### src/hw/flg_defines.svh
// Purpose: command codes, field positions, reset values for the fault latch and pin control block
// Assumes: 16-bit command registers reached through a decoded command port
// Notes: definitions only
//
// Overview of operation
// summary bit zero set when any latched
// fourteen latched bits in fixed channel order
// enabled instantaneous fault sets and holds latch
// clearing enable clears latched bit immediately
// reading latched register clears; faults re-set
// pin0 mode 00 carries power-good
// pin0 mode 01 carries inverted power-good
// pin0 mode 10 open-drain follows written bit
// pin0 mode 11 input, bit reads pin
// pin1 modes 00/01 carry DAC-fault flag
// pin1 mode 10 output, 11 input
// strap high at reset clears pin bits
// alert pin level readable, read-only
// alert disable blocks alert; else low on fault
// test bit freezes converter, host writes results
// strap status bit shows strap pin level
// track-start bit only on tracking variant
// monitor mask bits 0-6 select channels
// disabled fault keeps latched bit zero
// reserved bits read zero, writes ignored
// read captures value; same-cycle fault stays
`ifndef FLG_DEFINES_SVH
`define FLG_DEFINES_SVH

// command codes
`define FLG_CMD_INST_FAULT 8'h10
`define FLG_CMD_FAULT_EN 8'h11
`define FLG_CMD_SUMMARY 8'h12
`define FLG_CMD_LATCHED 8'h13
`define FLG_CMD_PIN_CTRL 8'h14
`define FLG_CMD_MON_MASK 8'h15

// pin and general control field positions
`define FLG_PIN0_SEL_LSB 0
`define FLG_PIN1_SEL_LSB 2
`define FLG_PIN0_VALUE_BIT 4
`define FLG_PIN1_VALUE_BIT 5
`define FLG_ALERT_LEVEL_BIT 6
`define FLG_ALERT_DISABLE_BIT 7
`define FLG_RESULT_WRITE_TEST_BIT 8
`define FLG_STRAP_LEVEL_BIT 9
`define FLG_BEGIN_TRACKING_BIT 10
`define FLG_SUMMARY_BIT 0

// fault bit positions
`define FLG_F_CH0A_OV 0
`define FLG_F_CH0A_UV 1
`define FLG_F_CH0A_DAC 2
`define FLG_F_CH0B_OV 3
`define FLG_F_CH0B_UV 4
`define FLG_F_CH1A_OV 5
`define FLG_F_CH1A_UV 6
`define FLG_F_CH1A_DAC 7
`define FLG_F_CH1B_OV 8
`define FLG_F_CH1B_UV 9
`define FLG_F_CORE_OV 10
`define FLG_F_CORE_UV 11
`define FLG_F_V12_OV 12
`define FLG_F_V12_UV 13
`define FLG_FAULT_COUNT 14
`define FLG_MASK_COUNT 7

// over/under-voltage bits only (DAC bits excluded) for power-good
`define FLG_VOLT_FAULT_MASK 14'h3F7B

// reset values
`define FLG_RST_FAULT_EN 14'h0000
`define FLG_RST_PIN_SEL 2'h2
`define FLG_RST_PIN_VALUE 1'h1
`define FLG_RST_ALERT_DISABLE 1'h1
`define FLG_RST_RESULT_WRITE_TEST 1'h0
`define FLG_RST_MON_MASK 7'h00

// DAC fault codes
`define FLG_DAC_LOW 8'h00
`define FLG_DAC_HIGH 8'hFF

`endif

### src/hw/flg_pkg.sv
// Purpose: types for the fault latch and pin control block
// Assumes: constants live in flg_defines.svh
// Notes: pin function codes are the two-bit select field values
package flg_pkg;

  typedef enum logic [1:0] {
    FLG_PIN_STATUS = 2'h0,
    FLG_PIN_STATUS_INV = 2'h1,
    FLG_PIN_OUTPUT = 2'h2,
    FLG_PIN_INPUT = 2'h3
  } flg_pin_mode_t;

  typedef struct packed {
    logic [13:0] faultEnable;
    flg_pin_mode_t pin0Sel;
    flg_pin_mode_t pin1Sel;
    logic pin0Value;
    logic pin1Value;
    logic alertDisable;
    logic resultWriteTest;
    logic trackPending;
    logic trackStartPulse;
    logic [6:0] monitorMask;
    logic strapDone;
    logic [15:0] readData;
    logic readValid;
    logic gpio0OeN;
    logic gpio1OeN;
    logic alertOeN;
  } flg_ctrl_t;

  typedef struct packed {
    logic [13:0] latched;
  } flg_latch_t;

endpackage

### src/hw/flg_fault_latch.sv
// Purpose: per-bit sticky fault latches with enable gating and read clear
// Assumes: instantaneous faults synchronous to sys_clk
// Notes: a fault present in the clearing cycle stays latched
`timescale 1ns/1ps
module flg_fault_latch #(
  parameter int WIDTH = 14
) (
  input wire logic sys_clk,
  input wire logic rstn,
  input wire logic [WIDTH-1:0] instFault,
  input wire logic [WIDTH-1:0] faultEnable,
  input wire logic clearAll,
  output logic [WIDTH-1:0] latched
);

  flg_pkg::flg_latch_t state;
  flg_pkg::flg_latch_t next_state;
  logic [WIDTH-1:0] next_bits;

  // per-bit latch update
  genvar i;
  generate
    for (i = 0; i < WIDTH; i = i + 1) begin : g_bit
      // set, hold, enable gate
      // read clear, set wins
      assign next_bits[i] = faultEnable[i] & (instFault[i] | (state.latched[i] & ~clearAll));
    end
  endgenerate

  // next state
  always_comb begin
    next_state = state;
    next_state.latched = next_bits;
  end

  // state register
  always_ff @(posedge sys_clk or negedge rstn) begin
    if (!rstn) begin
      state <= '0;
    end else begin
      state <= next_state;
    end
  end

  assign latched = state.latched;

endmodule // flg_fault_latch

### src/hw/flg_fault_latch_gpio_control.sv
// Purpose: latched fault, summary, pin control and converter mask command registers
// Assumes: command port already decoded from the serial protocol; inputs synchronous to sys_clk
// Notes: read data appears one cycle after the read strobe; pins are open-drain, drive low only
`timescale 1ns/1ps
`include "flg_defines.svh"
module flg_fault_latch_gpio_control #(
  parameter bit TRACK_VARIANT = 1'b0,
  parameter int FAULT_COUNT = `FLG_FAULT_COUNT,
  parameter int MASK_COUNT = `FLG_MASK_COUNT
) (
  input wire logic sys_clk,
  input wire logic rstn,
  // command port
  input wire logic [7:0] cmdCode,
  input wire logic cmdWrite,
  input wire logic cmdRead,
  input wire logic [15:0] cmdWriteData,
  output logic [15:0] cmdReadData,
  output logic cmdReadValid,
  // fault sources
  input wire logic [FAULT_COUNT-1:0] instFault,
  input wire logic [7:0] dac0Code,
  input wire logic [7:0] dac1Code,
  // general pins
  input wire logic gpio0In,
  output logic gpio0Out,
  output logic gpio0OeN,
  input wire logic gpio1In,
  output logic gpio1Out,
  output logic gpio1OeN,
  // alert pin, active low open-drain
  input wire logic alertIn,
  output logic alertOut,
  output logic alertOeN,
  // strap pin
  input wire logic strapIn,
  // converter and tracking control
  output logic [MASK_COUNT-1:0] monitorMask,
  output logic hostResultWriteTest,
  output logic trackStart,
  input wire logic trackDone
);

  flg_pkg::flg_ctrl_t state;
  flg_pkg::flg_ctrl_t next_state;
  logic [FAULT_COUNT-1:0] latched;
  logic readLatched;
  logic anyLatched;
  logic powerGood;
  logic dacFault;
  logic pin0Level;
  logic pin1Level;
  logic [15:0] summaryWord;
  logic [15:0] latchedWord;
  logic [15:0] instWord;
  logic [15:0] enableWord;
  logic [15:0] pinWord;
  logic [15:0] maskWord;

  // read of the latched register clears the latches at the same edge
  assign readLatched = cmdRead && (cmdCode == `FLG_CMD_LATCHED);

  // sticky fault bank; sees the enable being written, so a cleared enable drops its latch at the write edge
  flg_fault_latch #(
    .WIDTH(FAULT_COUNT)
  ) u_latch (
    .sys_clk(sys_clk),
    .rstn(rstn),
    .instFault(instFault),
    .faultEnable(next_state.faultEnable),
    .clearAll(readLatched),
    .latched(latched)
  );

  // status terms
  // any latched bit
  assign anyLatched = |latched;
  // no over or under voltage
  assign powerGood = ~|(instFault & `FLG_VOLT_FAULT_MASK);
  // dac code at a rail
  assign dacFault = (dac0Code == `FLG_DAC_LOW) || (dac0Code == `FLG_DAC_HIGH) ||
                    (dac1Code == `FLG_DAC_LOW) || (dac1Code == `FLG_DAC_HIGH);

  // pin 0 value as seen by pin and register bit
  always_comb begin
    case (state.pin0Sel)
      // power-good mode
      flg_pkg::FLG_PIN_STATUS: begin
        pin0Level = powerGood;
      end
      // inverted power-good
      flg_pkg::FLG_PIN_STATUS_INV: begin
        pin0Level = ~powerGood;
      end
      // written value
      flg_pkg::FLG_PIN_OUTPUT: begin
        pin0Level = state.pin0Value;
      end
      // input readback
      flg_pkg::FLG_PIN_INPUT: begin
        pin0Level = gpio0In;
      end
      default: begin
        pin0Level = state.pin0Value;
      end
    endcase
  end

  // pin 1 value as seen by pin and register bit
  always_comb begin
    case (state.pin1Sel)
      // dac fault flag
      flg_pkg::FLG_PIN_STATUS: begin
        pin1Level = dacFault;
      end
      // inverted dac fault
      flg_pkg::FLG_PIN_STATUS_INV: begin
        pin1Level = ~dacFault;
      end
      // written value
      flg_pkg::FLG_PIN_OUTPUT: begin
        pin1Level = state.pin1Value;
      end
      // input readback
      flg_pkg::FLG_PIN_INPUT: begin
        pin1Level = gpio1In;
      end
      default: begin
        pin1Level = state.pin1Value;
      end
    endcase
  end

  // register read words, reserved bits zero
  always_comb begin
    // reserved bits zero
    summaryWord = 16'h0000;
    latchedWord = 16'h0000;
    instWord = 16'h0000;
    enableWord = 16'h0000;
    pinWord = 16'h0000;
    maskWord = 16'h0000;
    // summary without clearing
    summaryWord[`FLG_SUMMARY_BIT] = anyLatched;
    // latched bit order
    latchedWord[FAULT_COUNT-1:0] = latched;
    instWord[FAULT_COUNT-1:0] = instFault;
    enableWord[FAULT_COUNT-1:0] = state.faultEnable;
    pinWord[`FLG_PIN0_SEL_LSB +: 2] = state.pin0Sel;
    pinWord[`FLG_PIN1_SEL_LSB +: 2] = state.pin1Sel;
    pinWord[`FLG_PIN0_VALUE_BIT] = pin0Level;
    pinWord[`FLG_PIN1_VALUE_BIT] = pin1Level;
    // alert pin level
    pinWord[`FLG_ALERT_LEVEL_BIT] = alertIn;
    pinWord[`FLG_ALERT_DISABLE_BIT] = state.alertDisable;
    pinWord[`FLG_RESULT_WRITE_TEST_BIT] = state.resultWriteTest;
    // strap level
    pinWord[`FLG_STRAP_LEVEL_BIT] = strapIn;
    // pending only on tracking variant
    pinWord[`FLG_BEGIN_TRACKING_BIT] = TRACK_VARIANT & state.trackPending;
    // monitor mask bits
    maskWord[MASK_COUNT-1:0] = state.monitorMask;
  end

  // next state: writes, reads, pins
  always_comb begin
    next_state = state;
    next_state.readValid = 1'b0;
    next_state.trackStartPulse = 1'b0;
    // writes
    if (cmdWrite) begin
      case (cmdCode)
        `FLG_CMD_FAULT_EN: begin
          // enable clear drops latch
          next_state.faultEnable = cmdWriteData[FAULT_COUNT-1:0];
        end
        `FLG_CMD_PIN_CTRL: begin
          next_state.pin0Sel = flg_pkg::flg_pin_mode_t'(cmdWriteData[`FLG_PIN0_SEL_LSB +: 2]);
          next_state.pin1Sel = flg_pkg::flg_pin_mode_t'(cmdWriteData[`FLG_PIN1_SEL_LSB +: 2]);
          next_state.pin0Value = cmdWriteData[`FLG_PIN0_VALUE_BIT];
          next_state.pin1Value = cmdWriteData[`FLG_PIN1_VALUE_BIT];
          next_state.alertDisable = cmdWriteData[`FLG_ALERT_DISABLE_BIT];
          // test mode select
          next_state.resultWriteTest = cmdWriteData[`FLG_RESULT_WRITE_TEST_BIT];
          // start tracking
          if (TRACK_VARIANT && cmdWriteData[`FLG_BEGIN_TRACKING_BIT]) begin
            next_state.trackPending = 1'b1;
            next_state.trackStartPulse = 1'b1;
          end
        end
        `FLG_CMD_MON_MASK: begin
          // mask write
          next_state.monitorMask = cmdWriteData[MASK_COUNT-1:0];
        end
        default: begin
          // read-only or unmapped, ignored
          next_state.monitorMask = state.monitorMask;
        end
      endcase
    end
    // tracking done clears pending unless a new start arrives
    if (trackDone && !next_state.trackStartPulse) begin
      next_state.trackPending = 1'b0;
    end
    // strap caught at first edge after reset
    if (!state.strapDone) begin
      next_state.strapDone = 1'b1;
      if (strapIn) begin
        next_state.pin0Value = 1'b0;
        next_state.pin1Value = 1'b0;
      end
    end
    // reads, value captured before the clear
    if (cmdRead) begin
      next_state.readValid = 1'b1;
      case (cmdCode)
        `FLG_CMD_INST_FAULT: begin
          next_state.readData = instWord;
        end
        `FLG_CMD_FAULT_EN: begin
          next_state.readData = enableWord;
        end
        `FLG_CMD_SUMMARY: begin
          next_state.readData = summaryWord;
        end
        // capture then clear
        `FLG_CMD_LATCHED: begin
          next_state.readData = latchedWord;
        end
        `FLG_CMD_PIN_CTRL: begin
          next_state.readData = pinWord;
        end
        `FLG_CMD_MON_MASK: begin
          next_state.readData = maskWord;
        end
        default: begin
          next_state.readData = 16'h0000;
        end
      endcase
    end
    // pins drive low when their value is low, except input mode
    // open-drain pin 0
    next_state.gpio0OeN = (state.pin0Sel == flg_pkg::FLG_PIN_INPUT) | pin0Level;
    // open-drain pin 1
    next_state.gpio1OeN = (state.pin1Sel == flg_pkg::FLG_PIN_INPUT) | pin1Level;
    // alert gated by disable
    next_state.alertOeN = state.alertDisable | ~anyLatched;
  end

  // state register
  always_ff @(posedge sys_clk or negedge rstn) begin
    if (!rstn) begin
      state <= '0;
      state.faultEnable <= `FLG_RST_FAULT_EN;
      state.pin0Sel <= flg_pkg::flg_pin_mode_t'(`FLG_RST_PIN_SEL);
      state.pin1Sel <= flg_pkg::flg_pin_mode_t'(`FLG_RST_PIN_SEL);
      state.pin0Value <= `FLG_RST_PIN_VALUE;
      state.pin1Value <= `FLG_RST_PIN_VALUE;
      state.alertDisable <= `FLG_RST_ALERT_DISABLE;
      state.resultWriteTest <= `FLG_RST_RESULT_WRITE_TEST;
      state.monitorMask <= `FLG_RST_MON_MASK;
      state.gpio0OeN <= 1'b1;
      state.gpio1OeN <= 1'b1;
      state.alertOeN <= 1'b1;
    end else begin
      state <= next_state;
    end
  end

  // outputs
  assign cmdReadData = state.readData;
  assign cmdReadValid = state.readValid;
  assign gpio0Out = 1'b0;
  assign gpio1Out = 1'b0;
  assign alertOut = 1'b0;
  assign gpio0OeN = state.gpio0OeN;
  assign gpio1OeN = state.gpio1OeN;
  assign alertOeN = state.alertOeN;
  assign monitorMask = state.monitorMask;
  // freezes converter result updates
  assign hostResultWriteTest = state.resultWriteTest;
  assign trackStart = state.trackStartPulse;

endmodule // flg_fault_latch_gpio_control

### config.mk
export PLATFORM = sky130hd
export DESIGN_NAME = flg_fault_latch_gpio_control
export DESIGN_NICKNAME = d
export VERILOG_FILES = /design/src/hw/flg_pkg.sv /design/src/hw/flg_fault_latch.sv /design/src/hw/flg_fault_latch_gpio_control.sv
export VERILOG_INCLUDE_DIRS = /design/src /design/src/hw
export SDC_FILE = /design/constraint.sdc
export NUM_CORES = 1
export LEC_CHECK = 0
export ABC_CLOCK_PERIOD_IN_PS = 1300
export BUFFER_PORTS_ARGS = -buffer_cell sky130_fd_sc_hd__buf_2
export CAP_MARGIN = 20
export CORE_MARGIN = 8
export CORE_UTILIZATION = 49
export CTS_BUF_LIST = sky130_fd_sc_hd__clkbuf_2 sky130_fd_sc_hd__clkbuf_4 sky130_fd_sc_hd__clkbuf_8
export DETAILED_ROUTE_END_ITERATION = 8
export GPL_TIMING_DRIVEN = 0
export PLACE_DENSITY = 0.88
export SYNTH_ARGS = -nofsm -noshare
export SYNTH_HDL_FRONTEND = slang
export SYNTH_HIERARCHICAL = 1
export SYNTH_SLANG_ARGS = --single-unit
### constraint.sdc
create_clock -name sys_clk -period 1.3 [get_ports sys_clk]
set_input_delay 0 -clock sys_clk [delete_from_list [all_inputs] [get_ports sys_clk]]
set_output_delay 0 -clock sys_clk [all_outputs]
set_load 0.1 [all_outputs]
# After elaboration in Yosys (flattened, before gate mapping)
# Index checks and enable logic that the tools add are counted.
dict set report word_totals {
  reg_bits 62
  inputBits 63
  output_inout_bits 32
  word_cells 99
}
dict set report classes {
  eq_ne 14
  muxes 9
  n_bitwise 48
  reduce_logical 13
}
# operator n
set ops {}
lappend ops {{$pmux W14 S6} 1}
lappend ops {{$eq A8 B5 Y1 const B} 6}
lappend ops {{$and A1 B1 Y1} 28}
lappend ops {{$mux W22} 1}
lappend ops {{$or A1 B1 Y1} 17}
lappend ops {{$eq A8 B8 Y1 const B} 2}
lappend ops {{$logic_not A8 Y1} 2}
lappend ops {{$mux W14} 1}
lappend ops {{$reduce_or A14 Y1} 1}
lappend ops {{$reduce_or A12 Y1} 1}
lappend ops {{$eq A2 B2 Y1 const B} 4}
lappend ops {{$mux W8} 1}
lappend ops {{$pmux W1 S4} 2}
lappend ops {{$eq A2 B1 Y1 const B} 2}
lappend ops {{$logic_not A2 Y1} 2}
lappend ops {{$mux W2} 2}
lappend ops {{$reduce_and A2 Y1} 2}
lappend ops {{$logic_or A1 B1 Y1} 3}
lappend ops {{$not A1 Y1} 3}
lappend ops {{$logic_and A1 B1 Y1} 1}
lappend ops {{$logic_not A1 Y1} 1}
lappend ops {{$mux W1} 1}

# Longest topological paths before layout
# Gate-level depths: netlist of the first run.
dict set report depth {
  depth_word 7
  ltp_mapped 7
  ltp_nobuf 5
}

# Hierarchy
# Netlist of the first run, hierarchy kept.
# module n_inst cells_per_inst area_per_inst_um2
set by_module_without_submodules {}
lappend by_module_without_submodules {flg_fault_latch_gpio_control 1 253 2715.1}
lappend by_module_without_submodules {flg_fault_latch 1 43 553.0}

# Worst setup path after synthesis of the first run
# OpenSTA, ideal clock, no wires.
dict set report synth_path {
  path_type {register -> register}
  from {register state, in the netlist hostResultWriteTest}
  to {register state, in the netlist cmdReadData[8]}
  setup_time_ps 121
  t_arrival_ps 1450
  required_time_ps 1179
  path_slack_ps -271
  path_stages_with_launch 4
  period_less_slack_ps 1571
  cell_sequence {dfrtp_1 -> a222oi_1 -> o21ai_0 -> a22o_1}
}
dict set report synth_via {
  elab_chain_len 1
}
# item line_no
set synth_lines {}
lappend synth_lines {{from (decl)} flg_fault_latch_gpio_control.sv:44} ;# flg_pkg::flg_ctrl_t state;
lappend synth_lines {{from (signal assigned)} flg_fault_latch_gpio_control.sv:266} ;# state <= next_state;
lappend synth_lines {{$pmux W14 S6} flg_fault_latch_gpio_control.sv:216} ;# case (cmdCode)
# No other way between the ends.
# A chain may end at the register's enable or synchronous reset.

# Worst setup path after layout of the first run
dict set report layout_path {
  from {register u_latch.state, in the netlist u_latch/latched[13]}
  to {register state, in the netlist cmdReadData[0]}
}
dict set report layout_via {
  elab_chain_len 2
}
# item line_no
set layout_lines {}
lappend layout_lines {{from (decl)} flg_fault_latch.sv:16} ;# flg_pkg::flg_latch_t state;
lappend layout_lines {{from (signal assigned)} flg_fault_latch.sv:41} ;# state <= next_state;
lappend layout_lines {{$reduce_or A14 Y1} flg_fault_latch_gpio_control.sv:77} ;# assign anyLatched = |latched;
lappend layout_lines {{$pmux W14 S6} flg_fault_latch_gpio_control.sv:216}
# No other way between the ends.

==> impl_metrics.json, run 1 <==
{
  "power.leakage_nw": 2.34,
  "cpMaxStageDelayCell": "dfrtp_1",
  "die_h_um": 97.7,
  "relSlewSlack_pct": 51.8,
  "grt_pass1_vias": 3290,
  "synth_edf_count": 0,
  "finalCritPeriodShare_pct": 114,
  "drc_errors": 0,
  "postSynthAreaPerCell_um2": 11.0,
  "drtPass1Iterations": 5,
  "p_seq_share_pct": 41.6,
  "ios": 95,
  "coreArea_um2": 6390,
  "synth.most_common_cell": "dfrtp_1",
  "dp_cells": 464,
  "yosysUniqueCellTypes": 42,
  "syn_inst": 296,
  "arrival_ns": 1.71,
  "whs_ns": 0.0269,
  "diodes": 0,
  "skew_ns": 0.00805,
  "rsz0062_at_grt": "yes",
  "synth_commonest_cells": "dfrtp_1, mux2_2, buf_4, nor2b_1",
  "hold_depth": 3,
  "final-setup-viol-count": 15,
  "holdPathEnd": "state[32]$_DFF_PN1_",
  "cap_violations": 0,
  "clkPwrFrac_pct": 39.7,
  "power_frac_comb_pct": 18.7,
  "fp.dieArea_um2": 9540,
  "reg2reg_setup_slack_ns": -0.18,
  "finalWorstSetupSlack_ns": -0.183,
  "clockBufferDepth": 2,
  "cp_slowest_stage_delay_ns": 0.41,
  "grt_max_degree": 34,
  "timing.final.max_slew_violations": 0,
  "cts_tree": "done",
  "path_class": "reg2reg",
  "path_clk_slew_ns": 0.08,
  "htreeDepth": 3,
  "reg2reg_from": "u_latch/latched[13]$_DFF_PN0_",
  "layout.nets": 501,
  "syn-cell-area_um2": 3270,
  "seq_area_frac_synth_pct": 47.8,
  "drive_gt1_share_pct": 47.6,
  "synth_area_leaders": "dfrtp_1, mux2_2, buf_4",
  "p_switching_mw": 1.44,
  "ant_nets": 0,
  "flow.area_growth_from_synthesis_pct": 41.8,
  "worstMarginPinSlew_ns": 0.724,
  "cp_max_fo": 2,
  "final-instance-count-excl-fill": 520,
  "crit_chain": "nor4_2, nand4_1, and3_4, o21ai_2, a21oi_1",
  "wl_um": 10900,
  "via_per_inst": 6.01,
  "synth_top_cell_by_area": "dfrtp_1",
  "fmax_ghz": 0.674,
  "synth_warnings": 6,
  "r2r_cells": 5,
  "timing.rr.end": "cmdReadData[0]$_DFFE_PN0P_",
  "ys.flop_type": "dfrtp_1",
  "port_buffers": 85,
  "track_usage_pct": 21.5,
  "hold_path.class": "in2reg",
  "start_kind": "flop",
  "synth.ff_latch_count": 62,
  "peakVddDrop_v": 0.00121,
  "cts_root_buf": "clkbuf_8",
  "cts_buffers": 9,
  "swShare_pct": 29.0,
  "p_int_mw": 3.52,
  "fp.dieW_um": 97.7,
  "initial_utilization_pct": 51.2,
  "hp-start": "cmdWrite",
  "powerDensity_nw_per_um2": 1070,
  "wl_per_cell_um": 21.0,
  "required_ns": 1.52,
  "first_iter_violations": 320,
  "clock_latency_ns": 0.34,
  "violations": "negative setup slack",
  "synth_async_sr_flop_share_pct": 100,
  "finalHoldViolations": 0,
  "worstSetupEndpointType": "flop",
  "antenna_found_initial": 0,
  "cts.sinks": 62,
  "dp_hpwl_um": 6900,
  "grt_pass1_wl_um": 16400,
  "via_count": 3123,
  "num_rows": 29,
  "outcome": "finished with violations",
  "period_needed_ns": 1.48,
  "routabilityCongestion": 0.924,
  "overflow": 0,
  "synth_top_area_share_pct": 41.3
}
[state kept, by name, summed over array words and instances, names as in the netlist]
register             cells
gpio0OeN                 1
monitorMask              7
state                    3
cmdReadValid             1
cmdReadData             14
u_latch/latched         14
enableWord              14
alertOeN                 1
pinWord                  5
hostResultWriteTest      1
gpio1OeN                 1
[metrics by stage]
step           area (um2)  util, %  TNS (ns)  power, mW  setup slack [ns]
2_1_floorplan        3330        -     -2.10       2.61            -0.158
3_3_place_gp         3860     60.4    -18.52       2.84            -0.545
3_5_place_dp         3880     60.7    -19.99       2.87            -0.571
4_1_cts              4530     70.9    -0.236       4.91            -0.171
5_1_grt              4640     72.6     -1.65       5.10            -0.198
6_report             4640     72.6     -1.12       4.96            -0.183
[logic make-up after synthesis]
logic type / Yosys count / synth area share [%]
buffers and inverters: 43 / 8.46
muxes: 35 / 12.0
xor gates and xnor gates: 1 / 0.268
AOI/OAI and AO/OA: 65 / 14.7
DFF: 62 / 47.8
other: 2 / 0.230
and+or+nand+nor: 88 / 16.5
[cells in the final DEF, fill, tap and decap left out, drive strengths merged, types with 3 or more instances in the layout]
cell type      n
and3           3
a222oi         6
nor2b         17
nand3         12
buf          125
a21o           5
dfrtp         54
clkbuf        18
or4            4
o21ai         10
dlygate4sd3   30
nand2b         3
dfstp          8
nor2          13
conb           7
nand2         11
mux2          34
a22o          14
nor4          10
inv            6
o21a          14
nand4          5
a21oi          9
[per-layer routing]
metal | global-route usage, % | part of all wire [%] | up-vias
li1 | - | - | 1352
met1 | 23.1 | 36 | 1478
met2 | 36.0 | 50 | 234
met3 | 5.12 | 9.4 | 59
met4 | 15.6 | 4.9 | 0
met5 | 0 | 0 | -
[worst max path at each step]
stage,from,end
floorplan,cmdCode[7],monitorMask[0]$_DFFE_PN0P_
global route,u_latch/latched[13]$_DFF_PN0_,cmdReadData[0]$_DFFE_PN0P_
finish,u_latch/latched[13]$_DFF_PN0_,cmdReadData[0]$_DFFE_PN0P_
global placement,cmdCode[7],cmdReadData[8]$_DFFE_PN0P_
detailed placement,cmdCode[7],cmdReadData[8]$_DFFE_PN0P_
CTS,u_latch/latched[13]$_DFF_PN0_,cmdReadData[0]$_DFFE_PN0P_
[power groups by stage]
stage               clock, mW  combinational (mW)  sequential, mW
global placement            0               0.755            2.09
floorplan                   0               0.389            2.22
global route             2.06               0.969            2.07
CTS                      1.97               0.878            2.06
finish                   1.97               0.926            2.07
detailed placement          0               0.778            2.09
[critical path, delay by kind of cell, from the launching register on]
family          cells  cell delay (ns)
flops               1             0.41
simple gates        3             0.78
compound gates      2             0.17
[repair_timing]
item | 4_1_cts | 5_1_grt
pin swaps | 13 | 16
endpoints found under the hold margin | 68 | 0
hold buffers | 31 | 0
endpoints found under the setup margin | 34 | 41
buffers inserted | 9 | 3
gates resized for setup | 12 | 27
[final cells by class]
cell class	count	area (um2)
fillers	409	1750
clock buffers	11	151
flip-flops and latches	62	1560
plain buffers	37	275
inverters	6	22.5
multi-input cells	196	1580
clock inverters	5	81.3
well taps	77	96.3
repair buffers	126	866
Power figures use the tool's default switching activity.
==> inputs of run 2 (changes only) <==
- ABC_AREA: not set -> 1
- SYNTH_HIERARCHICAL: 1 -> not set
==> run 2 against run 1 <==
Net effect:
- the flow now finishes without violations
- clock power is 12% lower
- die area is 4.2% higher
- worst hold slack worse by 0.0069 ns
- utilization is 5.1 points lower
- total power is 5.0% lower
- highest routed layer unchanged
- synthesized cell count is 50% higher
- largest cell class is now registers
- global-route usage is 0.32 points higher
- area after synthesis is 5.0% higher
- design area is 1.0% lower
- count of clock-buffer cells in the layout stayed put
- sequential power hardly changed
- clock skew is 0.0036 ns higher
==> impl_metrics.json, run 2 <==
{
  "dp_hpwl_um": 7610,
  "synth_top_area_share_pct": 39.4,
  "hold_depth": 3,
  "required_ns": 1.54,
  "hold_path.class": "in2reg",
  "finalHoldViolations": 0,
  "synth_warnings": 0,
  "clkPwrFrac_pct": 36.9,
  "first_iter_violations": 254,
  "yosysUniqueCellTypes": 30,
  "drc_errors": 0,
  "cts_buffers": 9,
  "synth_area_leaders": "dfrtp_1, nand2_1, inv_1",
  "synth_adder_area_share_pct": 0,
  "outcome": "completed",
  "fp.dieW_um": 99.7,
  "final_core_utilization_pct": 67.5,
  "p_int_mw": 3.28,
  "path_clk_slew_ns": 0.07,
  "ant_nets": 0,
  "diodes": 0,
  "synth_async_sr_flop_share_pct": 100,
  "finalWorstSetupSlack_ns": 0.00866,
  "cts_root_buf": "clkbuf_8",
  "path_class": "reg2reg",
  "grt_pass1_wl_um": 16900,
  "cap_violations": 0,
  "layout_commonest_cell": "nand2_1",
  "coreArea_um2": 6790,
  "synth-compound-area-share_pct": 11.0,
  "p_seq_share_pct": 44.6,
  "skew_ns": 0.0117,
  "layout.nets": 638,
  "swShare_pct": 30.5,
  "flow.area_growth_from_synthesis_pct": 33.7,
  "synth.ff_latch_count": 62,
  "ys.flop_type": "dfrtp_1",
  "port_buffers": 85,
  "start_kind": "flop",
  "wl_per_cell_um": 15.6,
  "relSlewSlack_pct": 59.0,
  "clock_latency_ns": 0.36,
  "rsz0062_at_grt": "yes",
  "htreeDepth": 3,
  "dp_slack_ns": -0.313,
  "arrival_ns": 1.53,
  "wl_um": 10500,
  "clockBufferDepth": 2,
  "grt_pass1_vias": 3549,
  "fmax_ghz": 0.774,
  "track_usage_pct": 21.8,
  "synth_edf_count": 0,
  "cp_max_fo": 2,
  "synth_top_family_by_area": "simple AND/OR/NAND/NOR gates",
  "antenna_found_initial": 0,
  "final_cell_mix": "nand2_1, buf_2, inv_1",
  "grt_max_degree": 37,
  "synthSimpleGateAreaFrac_pct": 25.6,
  "cts_tree": "done",
  "syn_inst": 445,
  "postSynthAreaPerCell_um2": 7.71,
  "synth_commonest_cells": "nand2_1, inv_1, nor2_1, dfrtp_1",
  "fp.dieArea_um2": 9940,
  "routabilityCongestion": 0.928,
  "via_per_inst": 5.08,
  "power_frac_comb_pct": 18.5,
  "overflow": 0,
  "peakVddDrop_v": 0.000734,
  "ios": 95,
  "synth-xor-area-share_pct": 0,
  "timing.final.max_slew_violations": 0,
  "synthMuxAreaShare_pct": 2.95,
  "p_switching_mw": 1.44,
  "synth_top_cell_by_area": "dfrtp_1",
  "synth.most_common_cell": "nand2_1",
  "power.leakage_nw": 2.42,
  "cts.sinks": 62,
  "powerDensity_nw_per_um2": 1030,
  "r2r_cells": 8,
  "drive_gt1_share_pct": 30.7,
  "num_rows": 30,
  "finalCritPeriodShare_pct": 99.3,
  "drtPass1Iterations": 4,
  "final-setup-viol-count": 0,
  "worstMarginPinSlew_ns": 0.615,
  "syn-cell-area_um2": 3430,
  "via_count": 3433,
  "initial_utilization_pct": 50.5,
  "seq_area_frac_synth_pct": 45.5,
  "period_needed_ns": 1.29,
  "die_h_um": 99.7,
  "worstSetupEndpointType": "flop"
}
[run 2: cell types whose count changed in the layout (fill, tap and decap cells not counted), sizes merged, moves of 17 or more]
cell and change:
o21ai +28, mux2 -27, nand2 +81, nand3 +20, nor2b -17, inv +62, nor2 +53
[run 2: final timing paths]
check	start	to	slack [ns]
setup / recovery	u_latch.latched[13]$_DFF_PN0_	cmdReadData[0]$_DFFE_PN0P_	0.009
hold / removal	cmdRead	cmdReadData[0]$_DFFE_PN0P_	0.02
setup reg to reg	u_latch.latched[13]$_DFF_PN0_	cmdReadData[0]$_DFFE_PN0P_	0.009
hold reg to reg	state[33]$_DFF_PN1_	state[33]$_DFF_PN1_	0.48
max in group asynchronous	rstn	state[32]$_DFF_PN1_	0.43
min in group asynchronous	rstn	cmdReadData[10]$_DFFE_PN0P_	0.18
[run 2: repair_timing]
| action | in CTS | in global routing |
|---|---|---|
| hold buffers | 30 | 0 |
| setup endpoints to repair | 2 | 23 |
| pin swaps | 0 | 6 |
| hold endpoints to repair | 70 | 0 |
| buffers inserted | 0 | 4 |
| resized for setup | 2 | 23 |
[run 2: metrics by stage]
step / std cells / area, um2 / hold WS [ns] / TNS (ns) / power, mW
after global placement: 631 / 4000 / 0.221 / -8.86 / 2.86
after global routing: 676 / 4590 / 0.0390 / -0.0584 / 4.88
after CTS: 678 / 4530 / 0.0118 / 0 / 4.67
after floorplan: 450 / 3450 / -0.296 / 0 / 2.64
after detailed placement: 632 / 4020 / 0.0463 / -10.80 / 2.90
final: 676 / 4590 / 0.0200 / 0 / 4.71
[run 2: cell type report]
class / instances / area (um2)
well taps: 96 / 120
plain buffers: 34 / 244
clock inverters: 5 / 58.8
flip-flops and latches: 62 / 1560
clock buffers: 11 / 145
multi-input cells: 285 / 1430
inverters: 68 / 255
fillers: 561 / 2210
repair buffers: 115 / 768
[run 2: per-layer routing]
layer  GRT usage, %  share of wire [%]
met3           6.42                8.9
met1           25.0                 39
met2           35.6                 49
met4           11.9                3.4
met5              0                  0
[run 2: kinds of logic after synthesis]
logic type / after synthesis
AND/OR/NAND/NOR: 199
buffers and inverters: 103
AO/OA/AOI/OAI: 72
flip-flops: 62
multiplexers: 7
other: 2
[run 2: critical path, cell delays in order (launching register included)]
cell     delay (ns)
dfrtp_1        0.39
inv_1          0.09
nand4_1        0.13
nor2_1         0.12
nand2_1        0.09
nand2_1        0.06
nand2_1        0.06
nor2_2         0.16
a21oi_2        0.07
[run 2: power by group through the flow]
stage               Sequential (mW)  Combinational [mW]  Clock [mW]
detailed placement             2.13               0.764           0
floorplan                      2.18               0.454           0
CTS                            2.10               0.839        1.74
finish                         2.10               0.873        1.74
global placement               2.13               0.739           0
global route                   2.11               0.933        1.83
